**src/timer16_defines.vh**
```
// constants of the 16-bit timer capture/compare block
// assumes word-aligned register map on a 32-bit bus, byte data in bits 7:0
`ifndef TIMER16_DEFINES_VH
`define TIMER16_DEFINES_VH

// register byte offsets
`define REG_TIMER_CTRL_A 8'h00
`define REG_TIMER_CTRL_B 8'h04
`define REG_TIMER_CTRL_C 8'h08
`define REG_COMP_CTRL 8'h0C
`define REG_CAPTURE_LOW 8'h10
`define REG_CAPTURE_HIGH 8'h14
`define REG_CMP_A_LOW 8'h18
`define REG_CMP_A_HIGH 8'h1C
`define REG_CMP_B_LOW 8'h20
`define REG_CMP_B_HIGH 8'h24
`define REG_TIMER_FLAG 8'h28
`define REG_TIMER_IRQ_MASK 8'h2C

// timer_ctrl_a fields: compare_output_mode of channel a and b
`define CTRL_A_COM_A_HI 7
`define CTRL_A_COM_B_HI 5
// timer_ctrl_b fields
`define CTRL_B_FILTER_EN 7
`define CTRL_B_EDGE_RISE 6
`define CTRL_B_WAVE_HI 3
// timer_ctrl_c force strobes
`define CTRL_C_FORCE_A 7
`define CTRL_C_FORCE_B 6
// comparator_ctrl_status fields
`define COMP_OUT_BIT 5
`define COMP_SEL_BIT 2
// flag and mask bit positions
`define FLAG_CAPTURE 0
`define FLAG_CMP_A 1
`define FLAG_CMP_B 2

// waveform modes
`define WAVE_NORMAL 4'h0
`define WAVE_CTC_CMP 4'h4
`define WAVE_CTC_CAP 4'hC
`define WAVE_RESERVED 4'hD
`define WAVE_PFC_CAP 4'h8
`define WAVE_PFC_CMP 4'h9
`define WAVE_PC_CAP 4'hA
`define WAVE_FAST_CAP 4'hE

// compare output actions
`define COM_OFF 2'h0
`define COM_TOGGLE 2'h1
`define COM_CLEAR 2'h2
`define COM_SET 2'h3

// reset values and counts
`define RST_BYTE 8'h00
`define RST_WORD 16'h0000
`define FILTER_SAMPLES 4

`endif

```
**src/noise_filter.v**
```verilog
// four-sample agreement filter for the capture trigger
// assumes sample_in is already synchronised to sys_clk
`timescale 1ns/1ps
`include "timer16_defines.vh"

module noise_filter #(
   parameter SAMPLES = `FILTER_SAMPLES
) (
   input wire sys_clk,
   input wire rst_b,
   input wire enable,
   input wire sample_in,
   output wire filtered
);

   reg [SAMPLES-1:0] hist_q;
   reg out_q;

   wire all_high = &hist_q;
   wire all_low = ~|hist_q;

   // sample history runs on the undivided clock, output moves only on agreement while enabled
   always @(posedge sys_clk) begin
      if (!rst_b) begin
         hist_q <= {SAMPLES{1'b0}};
         out_q <= 1'b0;
      end else begin
         hist_q <= {hist_q[SAMPLES-2:0], sample_in};
         if (!enable)
            out_q <= sample_in; // bypass: one register stage only
         else if (all_high)
            out_q <= 1'b1;
         else if (all_low)
            out_q <= 1'b0;
      end
   end

   assign filtered = out_q;

endmodule // noise_filter

```
**src/timer16_capture_compare.v**
```verilog
// capture and compare logic beside a 16-bit timer, with an ahb-lite register slave
// assumes the counter unit outside supplies value, tick, top/bottom and cpu-write pulse
//
// Overview of operation
// - capture trigger: pin, or comparator when selected
// - source switch may cause a capture
// - filter output moves after four agreeing samples
// - filter adds four system clock cycles
// - filter samples on undivided system clock
// - capture input off in capture-top modes
// - software-driven pin level can trigger capture
// - each capture overwrites the capture value
// - match sets compare flag next tick
// - enabled flag requests irq, cleared by service
// - channel a value exported as top
// - pwm modes buffer compare, update top/bottom
// - cpu reaches buffer or active register
// - compare high byte reads directly
// - high byte to temp, low write loads
// - force strobe acts on output only
// - counter write blocks next tick's match
// - counter written at top skips match
// - compare output kept across mode change
// - output mode bits act immediately
// - capture and flag in same cycle
//
// The AHB-Lite slave port and the register offsets were decided locally.
`timescale 1ns/1ps
`include "timer16_defines.vh"

module timer16_capture_compare #(
   parameter FILTER_SAMPLES = `FILTER_SAMPLES
) (
   input wire sys_clk,
   input wire rst_b,
   input wire hsel,
   input wire [31:0] haddr,
   input wire [1:0] htrans,
   input wire hwrite,
   input wire [2:0] hsize,
   input wire [31:0] hwdata,
   input wire hready,
   output wire [31:0] hrdata,
   output wire hreadyout,
   output wire hresp,
   input wire capture_pin,
   input wire comparator_output,
   input wire [15:0] counter_value,
   input wire timer_tick,
   input wire counter_write,
   input wire count_top,
   input wire count_bottom,
   input wire [2:0] irq_ack,
   output wire capture_irq,
   output wire compare_irq_a,
   output wire compare_irq_b,
   output wire compare_output_a,
   output wire compare_output_b,
   output wire [15:0] top_value_a,
   output wire [15:0] capture_value
);

   // bus state
   reg data_q;
   reg wr_q;
   reg [7:0] addr_q;
   reg hreadyout_q;
   reg [31:0] hrdata_q;
   // control registers
   reg [7:0] timer_ctrl_a_q;
   reg [7:0] timer_ctrl_b_q;
   reg comp_sel_q;
   reg [2:0] mask_q;
   reg [7:0] temp_q;
   // capture state
   reg pin_s1_q;
   reg pin_s2_q;
   reg cmp_s1_q;
   reg cmp_s2_q;
   reg filt_prev_q;
   reg [15:0] capture_value_q;
   reg capture_flag_q;
   reg capture_irq_q;
   reg block_q;
   reg [7:0] rd_byte;

   wire filt;
   wire [1:0] cmp_flag;
   wire [1:0] cmp_oc;
   wire [1:0] cmp_irq;
   wire [31:0] cmp_view;
   wire [15:0] act_a;

   // bus strobes for the address and data phases
   wire bus_take = hsel & hready & htrans[1];
   wire wr_go = data_q & wr_q;
   wire rd_go = data_q & ~wr_q;
   wire [7:0] wbyte = hwdata[7:0];
   wire flag_wr = wr_go & (addr_q == `REG_TIMER_FLAG);

   // mode decode
   wire [3:0] wave = timer_ctrl_b_q[`CTRL_B_WAVE_HI -: 4];
   wire pwm_mode = ~((wave == `WAVE_NORMAL) | (wave == `WAVE_CTC_CMP) |
                     (wave == `WAVE_CTC_CAP) | (wave == `WAVE_RESERVED));
   wire cap_top = (wave == `WAVE_PFC_CAP) | (wave == `WAVE_PC_CAP) |
                  (wave == `WAVE_CTC_CAP) | (wave == `WAVE_FAST_CAP);
   wire upd_bottom = (wave == `WAVE_PFC_CAP) | (wave == `WAVE_PFC_CMP);
   wire buf_upd = pwm_mode & timer_tick & (upd_bottom ? count_bottom : count_top);

   // switching is not masked, edge may follow
   wire trig = comp_sel_q ? cmp_s2_q : pin_s2_q;

   // edge detection after the filter
   wire rise = filt & ~filt_prev_q;
   wire fall = ~filt & filt_prev_q;
   // capture off when capture value is top
   wire cap_evt = ~cap_top & (timer_ctrl_b_q[`CTRL_B_EDGE_RISE] ? rise : fall);

   // both inputs pass two flops whatever drives them
   always @(posedge sys_clk) begin
      if (!rst_b) begin
         pin_s1_q <= 1'b0;
         pin_s2_q <= 1'b0;
         cmp_s1_q <= 1'b0;
         cmp_s2_q <= 1'b0;
         filt_prev_q <= 1'b0;
      end else begin
         pin_s1_q <= capture_pin;
         pin_s2_q <= pin_s1_q;
         cmp_s1_q <= comparator_output;
         cmp_s2_q <= cmp_s1_q;
         filt_prev_q <= filt;
      end
   end

   // runs on sys_clk, not the tick
   noise_filter #(
      .SAMPLES(FILTER_SAMPLES)
   ) u_filter (
      .sys_clk(sys_clk),
      .rst_b(rst_b),
      .enable(timer_ctrl_b_q[`CTRL_B_FILTER_EN]),
      .sample_in(trig),
      .filtered(filt)
   );

   // ahb-lite slave: one wait state, always okay
   always @(posedge sys_clk) begin
      if (!rst_b) begin
         data_q <= 1'b0;
         wr_q <= 1'b0;
         addr_q <= `RST_BYTE;
         hreadyout_q <= 1'b1;
         hrdata_q <= 32'h0000_0000;
      end else begin
         if (data_q) begin
            data_q <= 1'b0;
            hreadyout_q <= 1'b1;
            if (rd_go)
               hrdata_q <= {24'h00_0000, rd_byte};
         end else if (bus_take) begin
            data_q <= 1'b1;
            wr_q <= hwrite;
            addr_q <= haddr[7:0];
            hreadyout_q <= 1'b0;
         end
      end
   end

   // read data mux
   always @* begin
      case (addr_q)
         `REG_TIMER_CTRL_A: rd_byte = timer_ctrl_a_q;
         `REG_TIMER_CTRL_B: rd_byte = timer_ctrl_b_q;
         `REG_COMP_CTRL: rd_byte = {2'b00, cmp_s2_q, 2'b00, comp_sel_q, 2'b00};
         `REG_CAPTURE_LOW: rd_byte = capture_value_q[7:0];
         `REG_CAPTURE_HIGH: rd_byte = temp_q;
         `REG_CMP_A_LOW: rd_byte = cmp_view[7:0];
         // high byte read straight from register
         `REG_CMP_A_HIGH: rd_byte = cmp_view[15:8];
         `REG_CMP_B_LOW: rd_byte = cmp_view[23:16];
         `REG_CMP_B_HIGH: rd_byte = cmp_view[31:24];
         `REG_TIMER_FLAG: rd_byte = {5'b00000, cmp_flag, capture_flag_q};
         `REG_TIMER_IRQ_MASK: rd_byte = {5'b00000, mask_q};
         default: rd_byte = `RST_BYTE;
      endcase
   end

   // control registers and the shared high-byte holder
   always @(posedge sys_clk) begin
      if (!rst_b) begin
         timer_ctrl_a_q <= `RST_BYTE;
         timer_ctrl_b_q <= `RST_BYTE;
         comp_sel_q <= 1'b0;
         mask_q <= 3'b000;
         temp_q <= `RST_BYTE;
      end else begin
         if (wr_go) begin
            case (addr_q)
               // output mode used from the next cycle on
               `REG_TIMER_CTRL_A: timer_ctrl_a_q <= wbyte;
               `REG_TIMER_CTRL_B: timer_ctrl_b_q <= wbyte;
               `REG_COMP_CTRL: comp_sel_q <= wbyte[`COMP_SEL_BIT];
               `REG_TIMER_IRQ_MASK: mask_q <= wbyte[2:0];
               // high bytes land in the holder
               `REG_CAPTURE_HIGH: temp_q <= wbyte;
               `REG_CMP_A_HIGH: temp_q <= wbyte;
               `REG_CMP_B_HIGH: temp_q <= wbyte;
               default: temp_q <= temp_q;
            endcase
         end else if (rd_go && addr_q == `REG_CAPTURE_LOW) begin
            temp_q <= capture_value_q[15:8]; // low read freezes the high byte
         end
      end
   end

   // capture register, flag and request
   always @(posedge sys_clk) begin
      if (!rst_b) begin
         capture_value_q <= `RST_WORD;
         capture_flag_q <= 1'b0;
         capture_irq_q <= 1'b0;
      end else begin
         // value and flag in one cycle
         if (cap_evt)
            capture_value_q <= counter_value;
         else if (cap_top && wr_go && addr_q == `REG_CAPTURE_LOW)
            capture_value_q <= {temp_q, wbyte};
         // set beats write-one clear and service
         if (cap_evt)
            capture_flag_q <= 1'b1;
         else if ((flag_wr & wbyte[`FLAG_CAPTURE]) | irq_ack[`FLAG_CAPTURE])
            capture_flag_q <= 1'b0;
         capture_irq_q <= capture_flag_q & mask_q[`FLAG_CAPTURE];
      end
   end

   // cpu write to counter blocks the next tick
   // a counter write equal to top loses that match
   always @(posedge sys_clk) begin
      if (!rst_b)
         block_q <= 1'b0;
      else if (counter_write)
         block_q <= 1'b1;
      else if (timer_tick)
         block_q <= 1'b0;
   end

   // two compare channels
   genvar g;
   generate
      for (g = 0; g < 2; g = g + 1) begin : g_cmp
         reg [15:0] act_q;
         reg [15:0] buf_q;
         reg oc_q;
         reg flag_q;
         reg irq_q;
         reg oc_d;
         wire [7:0] lo_addr = (g == 0) ? `REG_CMP_A_LOW : `REG_CMP_B_LOW;
         wire [1:0] com = timer_ctrl_a_q[`CTRL_A_COM_A_HI - 2 * g -: 2];
         wire lo_wr = wr_go & (addr_q == lo_addr);
         wire hit = timer_tick & (counter_value == act_q) & ~block_q;
         wire force_hit = wr_go & (addr_q == `REG_TIMER_CTRL_C) & ~pwm_mode &
                          wbyte[`CTRL_C_FORCE_A - g];
         wire restart = pwm_mode & timer_tick & count_bottom;
         wire clr = (flag_wr & wbyte[`FLAG_CMP_A + g]) | irq_ack[`FLAG_CMP_A + g];

         // next compare output level
         always @* begin
            oc_d = oc_q;
            if (hit | force_hit) begin
               case (com)
                  `COM_TOGGLE: oc_d = pwm_mode ? oc_q : ~oc_q;
                  `COM_CLEAR: oc_d = 1'b0;
                  `COM_SET: oc_d = 1'b1;
                  default: oc_d = oc_q;
               endcase
            end else if (restart) begin
               case (com)
                  `COM_CLEAR: oc_d = 1'b1;
                  `COM_SET: oc_d = 1'b0;
                  default: oc_d = oc_q;
               endcase
            end
         end

         // compare value, flag, output and request
         always @(posedge sys_clk) begin
            if (!rst_b) begin
               act_q <= `RST_WORD;
               buf_q <= `RST_WORD;
               oc_q <= 1'b0;
               flag_q <= 1'b0;
               irq_q <= 1'b0;
            end else begin
               // low write loads all 16 bits at once
               // buffer in every mode, active as well outside pwm modes
               if (lo_wr)
                  buf_q <= {temp_q, wbyte};
               if (lo_wr && !pwm_mode)
                  act_q <= {temp_q, wbyte};
               else if (buf_upd)
                  act_q <= buf_q;
               // output held, only actions change it
               oc_q <= oc_d;
               // flag set at the tick ending the match cycle
               if (hit)
                  flag_q <= 1'b1;
               else if (clr)
                  flag_q <= 1'b0;
               irq_q <= flag_q & mask_q[`FLAG_CMP_A + g];
            end
         end

         assign cmp_view[16 * g +: 16] = pwm_mode ? buf_q : act_q;
         assign cmp_flag[g] = flag_q;
         assign cmp_oc[g] = oc_q;
         assign cmp_irq[g] = irq_q;
      end
   endgenerate

   // channel a active value offered as counter top
   assign act_a = g_cmp[0].act_q;

   // outputs from flops, except hresp tied to a constant
   assign hrdata = hrdata_q;
   assign hreadyout = hreadyout_q;
   assign hresp = 1'b0; // constant okay response
   assign capture_irq = capture_irq_q;
   assign compare_irq_a = cmp_irq[0];
   assign compare_irq_b = cmp_irq[1];
   assign compare_output_a = cmp_oc[0];
   assign compare_output_b = cmp_oc[1];
   assign top_value_a = act_a;
   assign capture_value = capture_value_q;

endmodule // timer16_capture_compare

```
**config.mk**
```make
export PLATFORM = sky130hd
export DESIGN_NAME = timer16_capture_compare
export DESIGN_NICKNAME = d
export VERILOG_FILES = /design/src/noise_filter.v /design/src/timer16_capture_compare.v
export VERILOG_INCLUDE_DIRS = /design/src /design/src/src
export SDC_FILE = /design/constraint.sdc
export NUM_CORES = 1
export LEC_CHECK = 0
export BUFFER_PORTS_ARGS = -buffer_cell sky130_fd_sc_hd__buf_2
export CAP_MARGIN = 20
export CORE_MARGIN = 8
export CORE_UTILIZATION = 35
export DETAILED_ROUTE_END_ITERATION = 6
export PLACE_DENSITY_LB_ADDON = 0.08
export SLEW_MARGIN = 20
export SYNTH_ARGS = -nofsm -noshare
export SYNTH_HDL_FRONTEND = slang
export SYNTH_HIERARCHICAL = 1
export SYNTH_SLANG_ARGS = --single-unit
```
**constraint.sdc**
```tcl
create_clock -name sys_clk -period 2.2 [get_ports sys_clk]
set_clock_uncertainty 0.1 [all_clocks]
set_input_delay 0.11 -clock sys_clk [delete_from_list [all_inputs] [get_ports sys_clk]]
set_output_delay 0.11 -clock sys_clk [all_outputs]
set_load 0.02 [all_outputs]
```
Yosys cells after proc, flatten, opt, wreduce, memory -nomap -nowiden
Cells that the tools add are included.
{"block": "totals", "register_bits": 146, "output_inout_bits": 71}
{"block": "classes", "n_eq_ne": 30, "muxes": 37, "n_bitwise": 49, "reduce_logical": 34}
{"operator": "two-way mux 16 bit", "count": 8}
{"operator": "one-hot mux 8 bit (11 select lines)", "count": 1}
{"operator": "== test 16 bit", "count": 2}
{"operator": "== test 8 x 5 -> 1 bit, second input constant", "count": 4}
{"operator": "== test 8 x 6 -> 1 bit, second input constant", "count": 4}
{"operator": "bitwise AND 1 bit", "count": 27}
{"operator": "== test 4 bit, second input constant", "count": 6}
{"operator": "two-way mux 8 bit", "count": 3}
{"operator": "two-way mux 1 bit", "count": 21}
{"operator": "nonzero test 2 bit", "count": 10}
{"operator": "== test 8 x 4 -> 1 bit, second input constant", "count": 2}
{"operator": "AND reduction 2 bit", "count": 7}
{"operator": "OR 1 bit", "count": 12}
{"operator": "AND reduction 4 bit", "count": 3}
{"operator": "nonzero test 3 bit", "count": 4}
{"operator": "NOT 1 bit", "count": 10}
{"operator": "== test 2 bit, second input constant", "count": 4}
{"operator": "== test 8 x 3 -> 1 bit, second input constant", "count": 1}
{"operator": "logical NOT 8 bit", "count": 1}
{"operator": "inequality test 3 bit, second input constant", "count": 2}
{"operator": "one-hot mux 1 bit (3 select lines)", "count": 2}
{"operator": "logical AND 1 bit", "count": 5}
{"operator": "== test 2 x 1 -> 1 bit, second input constant", "count": 2}
{"operator": "== test 4 x 3 -> 1 bit, second input constant", "count": 1}
{"operator": "other kinds (7)", "count": 8}

Longest topological paths before layout
Gate-level depths: netlist of run 1.
{"block": "depth", "depth_word": 9, "depth_mapped": 10}

Cells and area by module
The synthesis of run 1 kept the hierarchy.
{"module": "timer16_capture_compare", "area_per_inst_um2": 7511.0, "instances": 1, "cells_per_inst": 847}
{"module": "noise_filter", "area_per_inst_um2": 157.7, "instances": 1, "cells_per_inst": 14}

Worst setup path after synthesis of run 1
Ideal clock, no wire load.
{"block": "synth_path", "path_kind": "register to register", "from": "register addr_q[6]", "to": "register temp_q[6]", "synth_period_minus_slack_ns": 2.120, "stages_incl_launch_ff": 10, "t_arrival_ns": 1.904, "setup_slack_ns": 0.080, "setup_ns": 0.116, "cell_sequence": "dfxtp_1 buf_2 or4b_1 buf_2 o21ai_0 a31oi_1 nor2_2 buf_4 nand3_1 o211a_1"}
{"block": "synth_between", "elab_chain_len": 4, "elab_cells_between_ends": 9, "classes_between": "5 x eq/ne; 4 x reduce/logical"}
{"item": "start, declared", "line": "timer16_capture_compare.v:66", "text": "reg [7:0] addr_q;"}
{"item": "start signal, assigned", "line": "timer16_capture_compare.v:152", "text": "addr_q <= `RST_BYTE;"}
{"item": "start signal, assigned", "line": "timer16_capture_compare.v:164", "text": "addr_q <= haddr[7:0];"}
{"item": "== test 8 x 6 -> 1 bit, or another cell as far along", "line": "timer16_capture_compare.v:199", "text": "case (addr_q)"}
{"item": "OR reduction 3 bit (no source line) / logical AND 1 bit (equally long branches)"}
{"item": "inequality test 2 bit (no source line) / nonzero test 2 bit (equally long branches)"}
{"item": "AND reduction 2 bit (no source line) (*)"}
{"item": "end signal, assigned", "line": "timer16_capture_compare.v:196", "text": "temp_q <= `RST_BYTE;"}
{"item": "end signal, assigned", "line": "timer16_capture_compare.v:206", "text": "`REG_CAPTURE_HIGH: temp_q <= wbyte;"}
{"item": "end signal, assigned", "line": "timer16_capture_compare.v:207", "text": "`REG_CMP_A_HIGH: temp_q <= wbyte;"}
{"item": "end, declared", "line": "timer16_capture_compare.v:74", "text": "reg [7:0] temp_q;"}
Mark *: on every way between the ends. The rest lies on a longest branch, timed or not.
A chain may end at the register's enable or synchronous reset.

Final worst setup path of run 1
{"block": "layout_path", "from": "register timer_ctrl_b_q[3]", "to": "register hrdata_q[2] (netlist: hrdata[2])"}
{"block": "layout_between", "elab_chain_len": 6, "elab_cells_between_ends": 10, "classes_between": "3 x eq/ne; 3 x mux; 3 x bitwise; 1 x reduce/logical"}
{"item": "start, declared", "line": "timer16_capture_compare.v:71", "text": "reg [7:0] timer_ctrl_b_q;"}
{"item": "start signal, assigned", "line": "timer16_capture_compare.v:193", "text": "timer_ctrl_b_q <= `RST_BYTE;"}
{"item": "start signal, assigned", "line": "timer16_capture_compare.v:202", "text": "`REG_TIMER_CTRL_B: timer_ctrl_b_q <= wbyte;"}
{"item": "== test 4 x 3 -> 1 bit (no source line) / logical NOT 4 bit (equally long branches)"}
{"item": "OR 1 bit (2 in series)", "line": "timer16_capture_compare.v:103", "text": "wire pwm_mode = ~((wave == `WAVE_NORMAL) | (wave == `WAVE_CTC_CMP) |"}
{"item": "OR 1 bit (*)", "line": "timer16_capture_compare.v:103"}
{"item": "two-way mux 16 bit", "line": "timer16_capture_compare.v:315", "text": "assign cmp_view[16 * g +: 16] = pwm_mode ? buf_q : act_q;"}
{"item": "one-hot mux 8 bit (11 select lines) (*)", "line": "timer16_capture_compare.v:172", "text": "case (addr_q)"}
{"item": "end signal, assigned", "line": "timer16_capture_compare.v:160", "text": "hrdata_q <= {24'h00_0000, rd_byte};"}
{"item": "end, declared", "line": "timer16_capture_compare.v:68", "text": "reg [31:0] hrdata_q;"}
Marks and branches as above.

==> reports/results.txt, run 1 <==
Post-synth EDFFs -> 0
Max Freq -> 464 MHz
Warning count from the yosys run -> 6
Number of top-level pins -> 170
Fin crit share -> 98.1%
FP Rows -> 54
Max stage delay on crit path -> 440 ps
Seq cells post-synth -> 146
Initial core utilization -> 35.4%
Worst hold margin -> 25.3 ps
Number of global-route vias before repair -> 6650
Placed insts -> 1258
WP buf/inv -> 2
Cts bufs inserted -> 17
Main combinational cell family by area after synthesis -> simple AND/OR/NAND/NOR gates
CTS tree -> done
Top_reg_cell synth -> dfxtp_1
Pwr/cell area -> 622 mW/mm2
Critical Path Start Type -> flip-flop
P&R area growth vs syn -> 28.1%
Worst-path clk slew -> 60 ps
Final GP Congestion -> 0.885
Cell area after synthesis -> 0.00767 mm2
Post-layout utilization of the core -> 45.3%
Fraction of registers with async set/reset -> 0%
Compound-Gate Fraction of Synth Area -> 19.1%
Final ANT Viol Nets -> 0
P_leak -> 4.31 nW
CP max stage cell -> a222oi_1
Peak supply drop -> 0.000476 V
Hold Fails Final Rpt -> 0
Max-slew violations -> 0
Chip Height -> 164 um
Post-DP HPWL -> 21600 um
Bufs on Longest Clock Path -> 2
Unrepaired setup endpoints after global routing -> true
Die ar. -> 0.0269 mm2
Setup violations, final -> 0
Drt total wl -> 29000 um
Slew @ Worst Pin -> 646 ps
CP required -> 2410 ps
Most frequent cells in the layout -> nand2_1, dfxtp_1, buf_2, buf_4, mux2i_1
Crit. End Element -> flip-flop
Simple logic cell fraction of the synthesized area -> 19.6%
CP top delay family -> compound AO/OA/AOI/OAI gates
DRT Pass-1 Iters -> 5
DR vias -> 7040
Rel. slew slack -> 56.9%
Commonest non-fill, non-tap cell in the layout -> nand2_1
Final non-filler cell total -> 1316
Fraction of the mapped netlist area in adder cells -> 0%
Total grt overflow -> 0
CP Cell Sequence -> and2_1 > o21ba_4 > buf_4 > buf_4 > mux4_2 > a222oi_1 > o21ai_1
GRT Util Overall -> 21.5%
Share of cells above drive strength 1 -> 25.2%
DR iter-0 viols -> 713
Sum Neg Setup Slack -> 0 ps
Ant. Diodes -> 0
Die width -> 164 um
CTS Sinks -> 146
Worst min path class -> in -> reg
Post-layout power -> 6.11 mW
Crit path DAT -> 2370 ps
Sequential area share after synthesis -> 38.1%
Crit Path Class -> reg -> reg
Core ar. -> 0.0217 mm2
Initial antenna violation count -> 0
Largest net degree at the start of global routing -> 68
CTS Root Cell -> clkbuf_16
Min Tclk post-route -> 2160 ps
Nets -> 1122
Status -> completed
Drt via density -> 5.35
Global-route wire length before repair -> 42500 um
# port buffers -> 92
Drt drc -> 0
Cell mode on critical path -> buf_4
Multiplexer area fraction after synthesis -> 13.2%
H-tree levels -> 4
Library cells used by synthesis -> 67
Crit Path Max Fanout -> 5
WL/cell -> 22.0 um
Synthesized area per cell -> 8.91 um2
MaxCap Viol Count -> 0
Mapped Cells -> 861
Post-Synth XOR/XNOR Area -> 3.65%
Clk_lat worst skew -> 430 ps
[area by class of cell]
cell class / instances / area, um2
multi-input cells: 646 / 4470
clock buffers: 20 / 457
inverters: 6 / 22.5
repair buffers: 206 / 1470
fillers: 2198 / 11900
clock inverters: 12 / 130
flip-flops and latches: 146 / 2920
well taps: 280 / 350
[path summary, 6_finish.rpt]
path | from | endpoint | depth (start not counted) | slack (ps)
hold reg to reg | cmp_s1_q | cmp_s2_q | 1 | 330
hold / removal | hwdata[7] | g_cmp[1].buf_q[7] | 3 | 30
setup / recovery | timer_ctrl_b_q[3] | hrdata[2] | 7 | 40
setup reg to reg | timer_ctrl_b_q[3] | hrdata[2] | 7 | 40
[flip-flops by register name (all words and copies together), names as in the netlist, 2 cells and up]
signal           cells
g_cmp.flag_q         2
top_value_a         16
mask_q               3
g_cmp.act_q         16
temp_q               8
g_cmp.buf_q         32
capture_value       16
u_filter/hist_q      4
timer_ctrl_a_q       8
addr_q               8
timer_ctrl_b_q       8
hrdata               8
[repair_timing]
item,in CTS,in global routing
gates resized for setup,6,25
setup buffers,0,2
pin swaps,1,4
hold buffers,24,0
endpoints found under the hold margin,30,0
setup endpoints to repair,2,75
[power by group]
part           internal, mW  switching (mW)
logic                 0.188           0.305
clock network          1.73            1.20
registers              2.66          0.0172
[stage by stage]
step                      cell area, um2  setup slack [ps]
after floorplan                     7760              80.0
after global placement              8860              -141
after detailed placement            8860              -167
after CTS                           9720              6.41
after global routing                9820             -30.5
final                               9820              42.7
[Yosys cell counts, drive strengths merged (5+ instances only)]
library cell  number  area (um2)
nor4               5        46.3
nand2            173         652
buf               49         314
a21boi            61         458
o22ai             10        62.6
nand4             12        75.1
nor2b             24         150
xnor2             28         245
a22oi             20         150
mux2i             80         801
a21oi             14        70.1
nor3              14        86.3
mux4               8         180
o21ai             14        70.1
nand3             19         100
o211a             38         380
inv                6        22.5
nor2              23         106
and2              15        95.1
and3               6        37.5
clkbuf            38         143
dfxtp            146        2920
[routing by layer]
layer  track usage [%]  vias to the layer above  routed length, um
li1                  -                     3342                  -
met3              4.41                       37               1880
met5                 0                        -                  0
met2              33.1                      246              12900
met1              29.6                     3415              13500
met4              6.86                        0                689
[logic make-up after synthesis]
logic type	count (synthesis)
AND/OR/NAND/NOR	309
XOR/XNOR	32
AO/OA/AOI/OAI	189
multiplexers	91
flip-flops	146
buffers and inverters	93
other	1
[tightest hold or removal path, delay by kind of cell]
kind,cells,cell delay (ps)
buf+inv,1,230
simple gates,1,90
compound gates,1,70
(Power assumes the default switching activity.)
==> inputs of run 2 (changes only) <==
BUFFER_PORTS_ARGS = unset   (was -buffer_cell sky130_fd_sc_hd__buf_2)
DONT_BUFFER_PORTS = 1   (was unset)
==> reports/results.txt, run 2 (synthesized netlist as in run 1, its figures left out) <==
Max reg flops -> 32 (unchanged)
Worst min path class -> in -> reg
Layout filler cell count -> 2106 (-4.2%)
Status -> completed
Largest net degree at the start of global routing -> 139 (+100%)
Critical Path Start Type -> flip-flop
Die width -> 164 um (unchanged)
GRT met2 Usage -> 34.2% (+1.1 points)
Post-layout utilization of the core -> 44.2% (-1.1 points)
CTS Root Cell -> clkbuf_16
Number of top-level pins -> 170 (unchanged)
CTS tree -> done
Slack of the critical path -> 50.1 ps (+7.45 ps)
WL/cell -> 24.3 um (+10%)
CTS Sinks -> 146 (unchanged)
DR vias -> 6894 (-2.1%)
Unrepaired setup endpoints after global routing -> true
Total grt overflow -> 0 (unchanged)
Final ANT Viol Nets -> 0 (unchanged)
Placed inst area -> 0.00847 mm2 (-4.5%)
FP Rows -> 54 (unchanged)
Area of the multi-input gates -> 0.00442 mm2 (-1.1%)
Most flop-heavy register -> g_cmp.buf_q
Setup WS pre-CTS -> -280 ps (-113 ps)
Cts bufs inserted -> 17 (unchanged)
Slew @ Worst Pin -> 758 ps (+112 ps)
Min Tclk post-route -> 2150 ps (-7.45 ps)
Pwr/cell area -> 629 mW/mm2 (+1.2%)
Initial antenna violation count -> 2 (+2)
P&R area growth vs syn -> 25.1%
CP required -> 2410 ps (about the same)
Drt via density -> 5.51 (+3.0%)
Commonest non-fill, non-tap cell in the layout -> nand2_1
Post-DP HPWL -> 21900 um (+1.7%)
Clk_lat worst skew -> 430 ps (about the same)
Fin crit share -> 97.7% (-0.34 points)
Most frequent cells in the layout -> nand2_1, dfxtp_1, buf_4, mux2i_1, a21boi_0
Max-slew violations -> 0 (unchanged)
Sequential Area -> 0.00293 mm2 (+0.13%)
Bufs on Longest Clock Path -> 2 (unchanged)
Nets -> 1055 (-6.0%)
Drt drc -> 0 (unchanged)
Crit. End Element -> flip-flop
Peak supply drop -> 0.000446 V (-6.2%)
Number of global-route vias before repair -> 6890 (+3.6%)
GR Util met1 -> 30.1% (+0.51 points)
Busiest grt layer -> met2
Setup violations, final -> 0 (unchanged)
Crit path DAT -> 2360 ps (about the same)
Final GP Congestion -> 0.930 (+5.1%)
Final Cell Area -> 0.00959 mm2 (-2.3%)
Worst-path clk slew -> 60 ps (about the same)
Global-route wire length before repair -> 44800 um (+5.3%)
Crit Path Max Fanout -> 17 (+12)
GRT Util Overall -> 22.6% (+1.1 points)
Share of cells above drive strength 1 -> 17.5% (-7.6 points)
Drt total wl -> 30400 um (+5.0%)
Met3 usage -> 6.27% (+1.9 points)
Core ar. -> 0.0217 mm2 (unchanged)
MaxCap Viol Count -> 0 (unchanged)
Hold Fails Final Rpt -> 0 (unchanged)
DR iter-0 viols -> 496 (-30%)
DRT Pass-1 Iters -> 5 (unchanged)
Crit Path Class -> reg -> reg
Rel. slew slack -> 49.3% (-7.6 points)
H-tree levels -> 4 (unchanged)
Max Freq -> 465 MHz (+0.35%)
Die ar. -> 0.0269 mm2 (unchanged)
Chip Height -> 164 um (unchanged)
# port buffers -> 0 (-100%)
P_leak -> 4.02 nW (-6.7%)
Initial core utilization -> 35.4% (unchanged)
[run 2: through the flow]
step | std cells | hold WS (ps) | total power, mW | setup TNS (ps)
after floorplan | 885 | 134 | 3.01 | 0
after global placement | 1173 | 122 | 3.03 | -595
after detailed placement | 1173 | 128 | 3.03 | -818
after CTS | 1250 | 28.0 | 6.08 | 0
after global routing | 1251 | 54.5 | 6.24 | -33.6
final | 1251 | 28.3 | 6.04 | 0
[run 2: metal layers]
layer / share of wire [%] / vias to the layer above
met4: 3.1 / 0
met2: 44 / 241
met1: 46 / 3397
li1: - / 3207
met3: 7.2 / 49
met5: 0 / -
[run 2: layout make-up]
cell class / instances / share of cell area, %
multi-input cells: 646 / 46.1
inverters: 6 / 0.235
clock buffers: 20 / 4.66
repair buffers: 139 / 13.5
well taps: 280 / 3.65
flip-flops and latches: 146 / 30.5
clock inverters: 12 / 1.34
diodes: 2 / 0.0522
[run 2: repair_timing]
item / CTS / global route
gates resized for setup: 8 / 19
buffers inserted: 2 / 0
hold endpoints to repair: 138 / 0
endpoints found under the setup margin: 17 / 32
pin swaps: 2 / 7
hold buffers: 43 / 0
[run 2: critical path: stages, from the launching register on]
cell and delay (ps):
dfxtp_1 400, buf_12 200, mux2i_1 310, nor3_2 80, a21oi_1 230, o21ai_2 130, a221oi_2 360, buf_4 160
o21ai_0 60
[run 2: path summary, 6_finish.rpt]
check | start | endpoint | slack [ps] | cells past startpoint
worst max-delay path | addr_q[2] | hrdata[1] | 50 | 8
worst min-delay path | rst_b | hreadyout | 30 | 2
worst max register to register | addr_q[2] | hrdata[1] | 50 | 8
worst min register to register | pin_s1_q | pin_s2_q | 340 | 1
[run 2: where the power goes]
part | switching, mW | internal, mW
registers | 0.0281 | 2.66
logic | 0.252 | 0.182
clock network | 1.21 | 1.70
==> inputs of run 3 (changes only) <==
CTS_BUF_LIST = sky130_fd_sc_hd__clkbuf_16   (was unset)
==> reports/results.txt, run 3 (synthesized netlist as in run 1, its figures left out) <==
Flop pwr share -> 44.9% (+0.3 points)
Most flop-heavy register -> g_cmp.buf_q
WL met1 -> 13800 um (-0.72%)
Unrepaired setup endpoints after global routing -> true
Area of the multi-input gates -> 0.00442 mm2 (unchanged)
Crit path DAT -> 2350 ps (about the same)
CP required -> 2400 ps (about the same)
Die width -> 164 um (unchanged)
GRT Util Overall -> 22.6% (about the same)
DR vias -> 6952 (+0.84%)
Sequential Area -> 0.00293 mm2 (unchanged)
Drt drc -> 0 (unchanged)
Core ar. -> 0.0217 mm2 (unchanged)
Drt via density -> 5.55 (+0.76%)
DR iter-0 viols -> 536 (+8.1%)
WL/cell -> 24.4 um (+0.36%)
Commonest non-fill, non-tap cell in the layout -> nand2_1
Crit. End Element -> flip-flop
Worst-path clk slew -> 60 ps (about the same)
Max Freq -> 466 MHz (about the same)
Crit Path Class -> reg -> reg
Sw Share -> 24.8% (+0.18 points)
Hold Fails Final Rpt -> 0 (unchanged)
FP Rows -> 54 (unchanged)
CTS Sinks -> 146 (unchanged)
Most frequent cells in the layout -> nand2_1, dfxtp_1, buf_4, mux2i_1, a21boi_0
Min Tclk post-route -> 2150 ps (-1.69 ps)
DRT Pass-1 Iters -> 5 (unchanged)
Rel. slew slack -> 50.0% (+0.67 points)
CTS Root Cell -> clkbuf_16
Peak supply drop -> 0.000448 V (+0.32%)
Met3 WL -> 2320 um (+5.6%)
Clk pwr share -> 47.8% (-0.4 points)
Initial antenna violation count -> 2 (unchanged)
Combinational Power Share -> 7.2% (about the same)
Largest net degree at the start of global routing -> 139 (unchanged)
Status -> completed
Slew @ Worst Pin -> 748 ps (-10.1 ps)
Final ANT Viol Nets -> 0 (unchanged)
Reg2Reg Depth -> 7 (-1)
Min-Delay Path Depth -> 2 (unchanged)
Number of global-route vias before repair -> 6887 (-0.044%)
Post-DP HPWL -> 21900 um (unchanged)
CTS tree -> done
Fin crit share -> 97.6% (about the same)
Final GP Congestion -> 0.930 (unchanged)
Post-layout power -> 5.99 mW (-0.75%)
Global-route wire length before repair -> 44800 um (about the same)
NetSw -> 1.49 mW (about the same)
H-tree levels -> 4 (unchanged)
Worst hold margin -> 29.4 ps (+1.03 ps)
Total grt overflow -> 0 (unchanged)
P_leak -> 4.03 nW (about the same)
Met2 routed wirelength -> 13600 um (+1.4%)
Initial core utilization -> 35.4% (unchanged)
Number of top-level pins -> 170 (unchanged)
Max-slew violations -> 0 (unchanged)
Chip Height -> 164 um (unchanged)
Layout filler cell count -> 2108 (+0.095%)
Worst min path class -> in -> reg
Share of cells above drive strength 1 -> 17.4% (-0.10 points)
Nets -> 1055 (unchanged)
# port buffers -> 0 (unchanged)
MaxCap Viol Count -> 0 (unchanged)
Max reg flops -> 32 (unchanged)
Max Used Layer -> met4
Pwr/cell area -> 625 mW/mm2 (-0.67%)
Die ar. -> 0.0269 mm2 (unchanged)
Critical Path Start Type -> flip-flop
Clk_lat worst skew -> 430 ps (about the same)
Cts bufs inserted -> 17 (unchanged)
Crit Path Max Fanout -> 18 (+1)
Internal cell power -> 4.50 mW (-0.98%)
Setup violations, final -> 0 (unchanged)
Drt total wl -> 30600 um (+0.44%)
Bufs on Longest Clock Path -> 2 (unchanged)
P&R area growth vs syn -> 25.0% (about the same)
run 3: changes by cell type in the layout (fill, tap and decap cells not counted), sizes merged:
cell    before  now
clkbuf      20   17
clkinv       4    5
diode        2    3
inv          9   11
run 3: path summary, 6_finish.rpt:
kind | endpoint | from | slack, ps
setup / recovery | hrdata[2] | timer_ctrl_b_q[3] | 50
hold reg to reg | pin_s2_q | pin_s1_q | 340
setup reg to reg | hrdata[2] | timer_ctrl_b_q[3] | 50
hold / removal | hreadyout | rst_b | 30
run 3: power by group through the flow:
stage,Combinational (mW),Sequential (mW),Clock (mW)
finish,0.433,2.69,2.87
global route,0.459,2.69,3.05
CTS,0.424,2.69,2.92
detailed placement,0.279,2.75,0
global placement,0.278,2.75,0
floorplan,0.270,2.74,0
run 3: worst max-delay path, cell delays in order, from the launching register on:
cell,delay [ps]
dfxtp_4,370
and2_4,150
o21ba_4,190
buf_12,200
mux2i_1,250
o22ai_1,120
a222oi_1,500
o21ai_1,120
run 3: cell type report:
class,instances,share of cell area (%)
sequential,146,30.5
multi-input combinational,646,46.1
timing repair buffer,139,13.5
clock buffer,17,4.44
tap,280,3.65
clock inverter,15,1.46
antenna,3,0.0783
inverter,6,0.235
run 3: what timing repair did:
action	4_1_cts	5_1_grt
pin swaps	2	7
hold buffers	43	0
gates resized for setup	8	19
setup endpoints to repair	17	32
hold endpoints to repair	138	0
buffers inserted	2	0
gates cloned	0	0
run 3: metrics by stage:
stage | std cells | util (%) | worst slack (ps) | setup TNS [ps] | instance area [um2]
floorplan | 885 | - | 80.0 | 0 | 7760
global placement | 1173 | 39.0 | -225 | -595 | 8470
detailed placement | 1173 | 39.0 | -280 | -818 | 8470
CTS | 1250 | 44.0 | 19.4 | 0 | 9530
global route | 1251 | 44.2 | -13.6 | -33.6 | 9580
finish | 1252 | 44.2 | 51.8 | 0 | 9590
run 3: metal layers:
layer,up-vias,track usage [%]
li1,3209,-
met1,3434,30.1
met2,264,34.2
met3,45,6.27
met4,0,8.64
met5,-,0
